**config.mk**
```make
export PLATFORM = sky130hd
export DESIGN_NAME = scf_core
export DESIGN_NICKNAME = d
export VERILOG_FILES = /design/src/hw/scf_pkg.sv /design/src/hw/scf_core.sv /design/src/hw/scf_out_div.sv
export SDC_FILE = /design/constraint.sdc
export NUM_CORES = 1
export LEC_CHECK = 0
export BUFFER_PORTS_ARGS = -buffer_cell sky130_fd_sc_hd__buf_2
export CAP_MARGIN = 30
export CORE_ASPECT_RATIO = 0.75
export CORE_MARGIN = 8
export CORE_UTILIZATION = 51
export CTS_BUF_LIST = sky130_fd_sc_hd__clkbuf_4
export DETAILED_ROUTE_END_ITERATION = 12
export PLACE_DENSITY = 0.93
export SETUP_SLACK_MARGIN = 0.5
export SLEW_MARGIN = 20
export SYNTH_ARGS = -nofsm -noshare
export SYNTH_HDL_FRONTEND = slang
export SYNTH_SLANG_ARGS = --single-unit
```
**constraint.sdc**
```tcl
create_clock -name core_clk -period 5.9 [get_ports core_clk]
set_clock_uncertainty 0.2 [all_clocks]
set_input_delay 0.59 -clock core_clk [delete_from_list [all_inputs] [get_ports core_clk]]
set_output_delay 0.59 -clock core_clk [all_outputs]
set_load 0.03 [all_outputs]
```
**src/hw/scf_pkg.sv**
```systemverilog
package scf_pkg;

	// Field widths.
	localparam int TOC_W   = 12;
	localparam int GAIN_W  = 5;
	localparam int BLEED_W = 6;
	localparam int DIV_W   = 5;
	localparam int PWR_W   = 6;
	localparam int DEN_W   = 22;
	localparam int NUM_HI_W = 10;
	localparam int NUM_LO_W = 12;
	localparam int N_W     = 12;
	localparam int R_W     = 8;
	localparam int BAND_W  = 8;
	localparam int CORE_W  = 2;

	// Limits and codes.
	localparam logic [DIV_W-1:0]  DIV_CODE_MAX   = 5'h12;
	localparam logic [PWR_W-1:0]  PWR_CODE_MAX   = 6'h2f;
	localparam logic [2:0]        ORDER_MAX      = 3'h3;
	localparam logic [BAND_W-1:0] BAND_TOP       = 8'hff;
	localparam logic [BAND_W-1:0] BAND_BOTTOM    = 8'h00;
	localparam logic [BAND_W-1:0] BAND_START     = 8'h80;
	localparam logic [CORE_W-1:0] CORE_TOP       = 2'h3;
	localparam logic [R_W:0]      R_DIV_ZERO_VAL = 9'h100;
	localparam logic              POL_NEGATIVE   = 1'b1;

	// Dither modes.
	typedef enum logic [1:0] {
		scf_dither_weak,
		scf_dither_medium,
		scf_dither_strong,
		scf_dither_off
	} scf_dither_e;

	// Frequency word written by the host, with its strobe.
	typedef struct packed {
		logic [N_W-1:0]      feedback_div;
		logic [NUM_HI_W-1:0] num_hi;
		logic [NUM_LO_W-1:0] num_lo;
		logic [1:0]          dither_mode;
		logic                skip_calibration;
	} scf_freq_word_s;

	// Pump settings applied to the loop.
	typedef struct packed {
		logic [GAIN_W-1:0] gain;
		logic              hi_z;
		logic              polarity;
	} scf_pump_s;

endpackage : scf_pkg

```
**src/hw/scf_core.sv**
```systemverilog
`timescale 1ns/10ps
`default_nettype none
module scf_core
	import scf_pkg::*;
#(
	parameter logic [15:0] PART_ID = 16'h5a3c // Arbitrary identity value.
) (
	input  wire logic                  core_clk,               // Core clock.
	input  wire logic                  rst,                    // Synchronous reset.
	input  wire logic                  ref_tick,               // One pulse per reference cycle.
	input  wire logic [TOC_W-1:0]      fastlock_timeout_count, // Fastlock timeout.
	input  wire logic [GAIN_W-1:0]     fastlock_pump_gain,     // Fastlock pump gain.
	input  wire logic                  fastlock_force,         // Hold fastlock on.
	input  wire logic [GAIN_W-1:0]     steady_pump_gain,       // Steady pump gain.
	input  wire logic [BLEED_W-1:0]    pump_bleed_setting,     // Bleed setting.
	input  wire logic                  pump_polarity,          // Polarity, 1 negative.
	input  wire logic [DIV_W-1:0]      out_div_code,           // Shared output divider code.
	input  wire logic [PWR_W-1:0]      out_a_power_level,      // Output A power.
	input  wire logic [PWR_W-1:0]      out_b_power_level,      // Output B power.
	input  wire logic                  out_a_shutdown,         // Output A shutdown.
	input  wire logic                  out_b_shutdown,         // Output B shutdown.
	input  wire logic                  ref_doubler_enable,     // Reference doubler.
	input  wire logic [R_W-1:0]        ref_div_code,           // Reference divider code.
	input  wire logic [DEN_W-1:0]      frac_denominator,       // Fraction denominator.
	input  wire logic [2:0]            modulator_order,        // Modulator order.
	input  wire logic [CORE_W-1:0]     start_core,             // Calibration start core.
	input  wire logic                  readback_source_select, // 1 reads identity.
	input  wire logic [15:0]           reg_contents,           // Register data for readback.
	input  wire scf_freq_word_s        freq_word,              // Frequency word.
	input  wire logic                  freq_word_write,        // Frequency word write strobe.
	input  wire logic                  cal_above,              // Oscillator below target, step up.
	input  wire logic                  cal_locked,             // Oscillator at target.
	output scf_pump_s                  pump,                   // Applied pump setting.
	output logic [BLEED_W-1:0]         bleed,                  // Applied bleed.
	output logic                       fastlock_active,        // Fastlock engaged.
	output logic                       fastlock_cfg_invalid,   // Force with zero timeout.
	output logic [DIV_W+1:0]           out_a_ratio,            // Output A ratio.
	output logic [PWR_W-1:0]           out_a_power,            // Output A power applied.
	output logic                       out_a_enabled,          // Output A powered.
	output logic [DIV_W+1:0]           out_b_ratio,            // Output B ratio.
	output logic [PWR_W-1:0]           out_b_power,            // Output B power applied.
	output logic                       out_b_enabled,          // Output B powered.
	output logic                       out_cfg_invalid,        // Bad output code.
	output logic                       ref_doubled,            // Doubler on.
	output logic [R_W:0]               ref_div_ratio,          // Reference ratio.
	output logic [N_W-1:0]             feedback_div,           // Applied feedback divider.
	output logic [DEN_W-1:0]           frac_num,               // Applied numerator.
	output logic [DEN_W-1:0]           frac_den,               // Applied denominator.
	output logic [1:0]                 modulator_applied,      // Applied order.
	output logic                       modulator_invalid,      // Reserved order code.
	output scf_dither_e                dither_applied,         // Applied dither.
	output logic [15:0]                readback_data,          // Readback word.
	output logic                       cal_busy,               // Calibration running.
	output logic                       cal_done,               // Calibration end pulse.
	output logic                       cal_success,            // Last calibration locked.
	output logic [CORE_W-1:0]          cal_core,               // Current core.
	output logic [BAND_W-1:0]          cal_band                // Current band.
);

	typedef enum logic [1:0] {scf_cal_idle, scf_cal_step, scf_cal_end} scf_cal_state_e;

	// Doubles a timeout code into reference cycles.
	function automatic logic [TOC_W:0] scf_toc_cycles(input logic [TOC_W-1:0] code);
		scf_toc_cycles = {code, 1'b0};
	endfunction : scf_toc_cycles
	logic [TOC_W:0]  fl_count;
	logic [TOC_W:0]  next_fl_count;
	logic            fl_run;
	logic            next_fl_run;
	scf_pump_s       next_pump;
	logic            next_active;
	// Fastlock countdown in reference cycles, restarted by each frequency write.
	always_comb begin
		next_fl_count = fl_count;
		next_fl_run   = fl_run;
		if (fastlock_timeout_count == '0) begin
			next_fl_run   = 1'b0;
			next_fl_count = '0;
		end else if (freq_word_write) begin
			next_fl_count = scf_toc_cycles(fastlock_timeout_count);
			next_fl_run   = 1'b1;
		end else if (fl_run && ref_tick) begin
			next_fl_count = fl_count - 13'h0001;
			if (fl_count == 13'h0001) begin
				next_fl_run = 1'b0;
			end
		end
		next_active = (fastlock_timeout_count != '0) && (fastlock_force || next_fl_run);
		next_pump.polarity = pump_polarity;
		if (next_active) begin
			next_pump.gain = fastlock_pump_gain;
		end else begin
			next_pump.gain = steady_pump_gain;
		end
		next_pump.hi_z = (next_pump.gain == '0);
	end

	// Fastlock and pump registers; polarity resets to negative.
	always_ff @(posedge core_clk) begin
		if (rst) begin
			fl_count             <= '0;
			fl_run               <= 1'b0;
			fastlock_active      <= 1'b0;
			pump                 <= '{gain: '0, hi_z: 1'b1, polarity: POL_NEGATIVE};
			bleed                <= '0;
			fastlock_cfg_invalid <= 1'b0;
		end else begin
			fl_count             <= next_fl_count;
			fl_run               <= next_fl_run;
			fastlock_active      <= next_active;
			pump                 <= next_pump;
			bleed                <= pump_bleed_setting;
			fastlock_cfg_invalid <= fastlock_force && (fastlock_timeout_count == '0);
		end
	end

	logic inv_a;
	logic inv_b;
	// Both outputs share the divider code.
	scf_out_div u_out_a (
		.core_clk    (core_clk),
		.rst         (rst),
		.div_code    (out_div_code),
		.power_code  (out_a_power_level),
		.shutdown    (out_a_shutdown),
		.div_ratio   (out_a_ratio),
		.power_level (out_a_power),
		.enabled     (out_a_enabled),
		.cfg_invalid (inv_a)
	);
	scf_out_div u_out_b (
		.core_clk    (core_clk),
		.rst         (rst),
		.div_code    (out_div_code),
		.power_code  (out_b_power_level),
		.shutdown    (out_b_shutdown),
		.div_ratio   (out_b_ratio),
		.power_level (out_b_power),
		.enabled     (out_b_enabled),
		.cfg_invalid (inv_b)
	);
	assign out_cfg_invalid = inv_a | inv_b;
	logic [R_W:0]     next_ref_ratio;
	logic [DEN_W-1:0] next_num;
	logic [1:0]       next_order;
	logic             next_order_bad;
	logic [15:0]      next_readback;
	// Reference path, frequency word and readback decode.
	always_comb begin
		if (ref_div_code == '0) begin
			next_ref_ratio = R_DIV_ZERO_VAL;
		end else begin
			next_ref_ratio = {1'b0, ref_div_code};
		end
		next_num = {freq_word.num_hi, freq_word.num_lo};
		next_order_bad = (modulator_order > {1'b0, ORDER_MAX});
		next_order = next_order_bad ? modulator_applied : modulator_order[1:0];
		next_readback = readback_source_select ? PART_ID : reg_contents;
	end

	// Frequency word fields are applied on their write strobe.
	always_ff @(posedge core_clk) begin
		if (rst) begin
			ref_doubled       <= 1'b0;
			ref_div_ratio     <= 9'h001;
			feedback_div      <= '0;
			frac_num          <= '0;
			frac_den          <= '0;
			modulator_applied <= '0;
			modulator_invalid <= 1'b0;
			dither_applied    <= scf_dither_weak;
			readback_data     <= '0;
		end else begin
			ref_doubled       <= ref_doubler_enable;
			ref_div_ratio     <= next_ref_ratio;
			frac_den          <= frac_denominator;
			modulator_applied <= next_order;
			modulator_invalid <= next_order_bad;
			readback_data     <= next_readback;
			if (freq_word_write) begin
				feedback_div   <= freq_word.feedback_div;
				frac_num       <= next_num;
				dither_applied <= scf_dither_e'(freq_word.dither_mode);
			end
		end
	end
	scf_cal_state_e   cal_state;
	scf_cal_state_e   next_cal_state;
	logic [CORE_W-1:0] next_core;
	logic [BAND_W-1:0] next_band;
	logic              next_success;
	// Calibration walks bands, then higher cores, until lock or exhaustion.
	always_comb begin
		next_cal_state = cal_state;
		next_core      = cal_core;
		next_band      = cal_band;
		next_success   = cal_success;
		case (cal_state)
			scf_cal_idle: begin
				if (freq_word_write && !freq_word.skip_calibration) begin
					next_cal_state = scf_cal_step;
					next_core      = start_core;
					next_band      = BAND_START;
					next_success   = 1'b0;
				end
			end
			scf_cal_step: begin
				if (cal_locked) begin
					next_success   = 1'b1;
					next_cal_state = scf_cal_end;
				end else if ((cal_above && cal_band == BAND_TOP)
					|| (!cal_above && cal_band == BAND_BOTTOM)) begin
					if (cal_core != CORE_TOP) begin
						next_core = cal_core + 2'h1;
						next_band = BAND_START;
					end else begin
						next_cal_state = scf_cal_end;
					end
				end else if (cal_above) begin
					next_band = cal_band + 8'h01;
				end else begin
					next_band = cal_band - 8'h01;
				end
			end
			default: begin
				next_cal_state = scf_cal_idle;
			end
		endcase
	end
	// Calibration registers.
	always_ff @(posedge core_clk) begin
		if (rst) begin
			cal_state   <= scf_cal_idle;
			cal_core    <= '0;
			cal_band    <= BAND_START;
			cal_success <= 1'b0;
		end else begin
			cal_state   <= next_cal_state;
			cal_core    <= next_core;
			cal_band    <= next_band;
			cal_success <= next_success;
		end
	end
	assign cal_busy = (cal_state == scf_cal_step);
	assign cal_done = (cal_state == scf_cal_end);
endmodule : scf_core
`default_nettype wire

```
**src/hw/scf_out_div.sv**
```systemverilog
`timescale 1ns/10ps
`default_nettype none
// Decodes one output's divider, power and shutdown setting into registered drive.
module scf_out_div
	import scf_pkg::*;
(
	input  wire logic             core_clk,    // Core clock.
	input  wire logic             rst,         // Synchronous reset.
	input  wire logic [DIV_W-1:0] div_code,    // Divider code.
	input  wire logic [PWR_W-1:0] power_code,  // Power level code.
	input  wire logic             shutdown,    // Output shutdown request.
	output logic      [DIV_W+1:0] div_ratio,   // Effective division ratio.
	output logic      [PWR_W-1:0] power_level, // Applied power level.
	output logic                  enabled,     // Output is powered.
	output logic                  cfg_invalid  // Divider or power code not allowed.
);

	logic [DIV_W+1:0] next_div_ratio;
	logic [PWR_W-1:0] next_power_level;
	logic             next_enabled;
	logic             next_cfg_invalid;

	// Ratio is 2*(k+1); bad codes hold the last good value and flag.
	always_comb begin
		next_div_ratio   = div_ratio;
		next_power_level = power_level;
		next_enabled     = !shutdown;
		next_cfg_invalid = 1'b0;
		if (div_code <= DIV_CODE_MAX) begin
			next_div_ratio = {1'b0, div_code, 1'b0} + 7'h02;
		end else begin
			next_cfg_invalid = 1'b1;
		end
		if (power_code <= PWR_CODE_MAX) begin
			next_power_level = power_code;
		end else begin
			next_cfg_invalid = 1'b1;
		end
	end

	// Registers.
	always_ff @(posedge core_clk) begin
		if (rst) begin
			div_ratio   <= 7'h02;
			power_level <= '0;
			enabled     <= 1'b0;
			cfg_invalid <= 1'b0;
		end else begin
			div_ratio   <= next_div_ratio;
			power_level <= next_power_level;
			enabled     <= next_enabled;
			cfg_invalid <= next_cfg_invalid;
		end
	end
endmodule : scf_out_div
`default_nettype wire

```
==> flow_metrics.py <==
metrics = {
    "status": {
        "status": "finished, final reports clean",
    },
    "setup_path": {
        "timing.rr.start": "cal_band[0]",
        "path_class": "input port to flop",
        "required_ns": 6.08,
        "critPathMaxFanout": 33,
        "r2r.worst_path.cells": 8,
        "timing.reg2reg.setup_slack_ns": 3.56,
        "arrival_ns": 2.70,
        "r2r_end": "cal_band[6]",
        "endpoint_kind": "flop",
        "crit_path_start_kind": "input port",
    },
    "worst_hold_path": {
        "hold_start": "reg_contents[13]",
        "worstHoldPathCells": 2,
        "worstHoldEndpoint": "readback_data[13]",
        "hold_path.class": "input port to flop",
    },
    "die": {
        "dieArea_um2": 14840,
        "core_area_um2": 10900,
        "initial_core_util_pct": 52.26,
        "die_h_um": 107.5,
        "ios": 289,
        "rows": 33,
        "fp.dieW_um": 138.0,
    },
    "pwr": {
        "p_seq_share_pct": 52.1,
        "intPower_mw": 1.478,
        "worst_ir_drop_vdd_mv": 0.1511,
        "clkPwrFrac_pct": 29.6,
        "combPwrFrac_pct": 18.3,
        "p_total_mw": 2.130,
        "switching_power_mw": 0.6512,
        "p_sw_share_pct": 30.58,
        "power_leakage_nw": 3.764,
        "powerDensity_nw_per_um2": 284.0,
    },
    "drt": {
        "vias_per_cell": 5.002,
        "postRouteAntennaNets": 0,
        "drtIter0Drc": 263,
        "vias": 5092,
        "route.detailed.drc": 0,
        "wl_per_cell_um": 16.52,
        "drt-total-wl_mm": 16.82,
        "drtPass1Iterations": 4,
    },
    "grt": {
        "grt_pass1_wl_mm": 25.54,
        "grtUsageTotal_pct": 21.26,
        "antenna_found_initial": 0,
        "grt_start_max_net_pins": 65,
        "overflow": 0,
        "grt_pass1_vias": 4994,
    },
    "clock_network": {
        "path_clk_slew_ns": 0.13,
        "htreeDepth": 4,
        "cts_tree": "yes",
        "cts_inserted_buffers": 17,
        "cts_sinks": 151,
        "clkLatencyLatePin_ns": 0.51,
        "cts_root_buf": "clkbuf_4",
        "clk_path_buf_depth": 2,
    },
    "logic_synthesis": {
        "synth_edf_count": 0,
        "synthArstFlopShare_pct": 0,
        "syn_area_per_cell_um2": 9.771,
        "synth-seq-cells": 151,
        "syn_area_um2": 5697,
        "ys_warn_count": 0,
        "synth_ff_type": "dfxtp_1",
        "ys_types": 54,
        "yosysSeqAreaShare_pct": 53.06,
        "synthCells": 583,
    },
    "timing": {
        "min_period_over_period_pct": 42.83,
        "relSlewSlack_pct": 41.12,
        "final.setup.tns_ns": 0,
        "period_needed_ns": 2.527,
        "rsz0062_at_grt": "no",
        "setup_viol": 0,
        "hold_viol_final": 0,
        "fmax_mhz": 395.7,
        "tightest_slew_ns": 0.8758,
        "drv_slew": 0,
    },
    "layout": {
        "stdcell_area_um2": 7498,
        "area_growth_pct": 31.63,
        "antenna_cells": 0,
        "finish.net_count": 1023,
        "drive_gt1_share_pct": 38.04,
        "final_core_util_pct": 68.79,
    },
    "job": {
        "max_cap_violations": 0,
    },
    "placed_design": {
        "place_area_um2": 7156,
        "dpl.hpwl_mm": 13.32,
        "gp_routability_congestion": 0.8258,
        "portBuffers": 286,
    },
}
[cell usage after synthesis, types with 3 or more instances]
cell type	number	share of area, %
or4_1	3	0.40
or3_1	3	0.33
a21oi_1	30	2.6
nor4_1	7	0.77
o21ai_0	10	0.88
clkbuf_1	15	0.99
xnor2_1	6	0.92
a211oi_1	6	0.79
xor2_1	9	1.4
nor3_1	8	0.70
nor3b_1	3	0.40
dfxtp_1	151	53
nor2b_1	43	4.7
buf_4	9	1.2
nand2b_1	9	0.99
and2_1	8	0.88
mux2i_1	51	9.0
nand3_1	20	1.8
ha_1	11	2.4
or2_2	3	0.33
and3_1	6	0.66
inv_1	12	0.79
nand2_1	29	1.9
nor2_1	94	6.2
buf_2	3	0.26
[critical path, stage by stage]
cell and delay, ns:
buf_2 0.57, buf_4 0.52, nor3b_1 0.23, o21bai_1 0.24, inv_1 0.20, nor2_4 0.07, a22oi_1 0.21, nor2_1 0.06
[metal layers]
layer  track usage [%]  part of all wire (%)
met1             22.73                    38
met2             36.66                    51
met3             10.23                    10
met4             6.729                   1.4
met5                 0                     0
[registers in the layout (all words and copies together), names as in the netlist, 6 cells and up]
name	count
frac_num	22
feedback_div	12
pump	7
u_out_b.div_ratio	6
frac_den	22
ref_div_ratio	9
fl_count	13
bleed	6
readback_data	16
cal_band	8
u_out_b.power_level	6
u_out_a.power_level	6
[placed cells by master, fill, tap and decap left out, drive strengths merged, types with 3 or more instances in the layout]
master,instances
a211oi,6
buf,288
clkinv,3
a21oi,30
dlygate4sd3,6
or4,4
or3,4
nand2b,10
mux2i,51
nand2,29
and2,8
and3,6
nand3,20
xor2,9
clkinvlp,4
nor2,96
clkbuf,18
xnor2,6
or2,3
dfxtp,151
nor3,10
nor4,9
ha,11
nor2b,43
inv,16
o21ai,11
nor3b,4
[repair_timing]
action | CTS | global route
setup buffers | 0 | 0
hold buffers | 3 | 3
resized for setup | 0 | 0
endpoints found under the hold margin | 3 | 3
[worst max-delay path by stage]
stage | startpoint | to | slack (ns) | cells past startpoint
floorplan | cal_above | cal_band[7] | 3.49 | 8
global placement | freq_word_write | cal_band[3] | 2.85 | 8
detailed placement | freq_word_write | cal_band[4] | 2.84 | 7
CTS | freq_word_write | cal_band[3] | 3.42 | 8
global route | freq_word_write | cal_band[3] | 3.22 | 8
finish | freq_word_write | cal_band[3] | 3.37 | 8
[cell families after synthesis]
family / after synthesis / synth area share (%)
flops: 151 / 53.06
other cells: 1 / 0.06583
simple gates: 251 / 22.73
compound gates: 59 / 6.260
buf+inv: 43 / 3.843
fa+ha+maj: 12 / 2.767
mux: 51 / 8.961
xor+xnor: 15 / 2.306
[final cells by class]
type	instances	area [um2]
Sequential cell	151	3023
Tap cell	140	175.2
Clock inverter	13	147.6
Inverter	12	45.04
Timing Repair Buffer	294	1509
Multi-Input combinational cell	390	2464
Clock buffer	18	135.1
Fill cell	894	3402
[through the flow]
stage	instances	worst slack [ns]	hold WS (ns)
floorplan	584	3.491	0.2969
global placement	981	2.849	0.2465
detailed placement	981	2.835	0.2542
CTS	1015	3.416	0.004851
global route	1018	3.221	0.002787
finish	1018	3.373	0.07156
[power groups by stage]
stage               logic [mW]  clock network [mW]  registers, mW
finish                   0.389               0.631           1.11
global route             0.419               0.694           1.12
CTS                      0.391               0.649           1.11
detailed placement       0.388                   0           1.13
global placement         0.378                   0           1.13
floorplan                0.149                   0           1.23
Note: power is estimated with default switching activity, not from simulation.
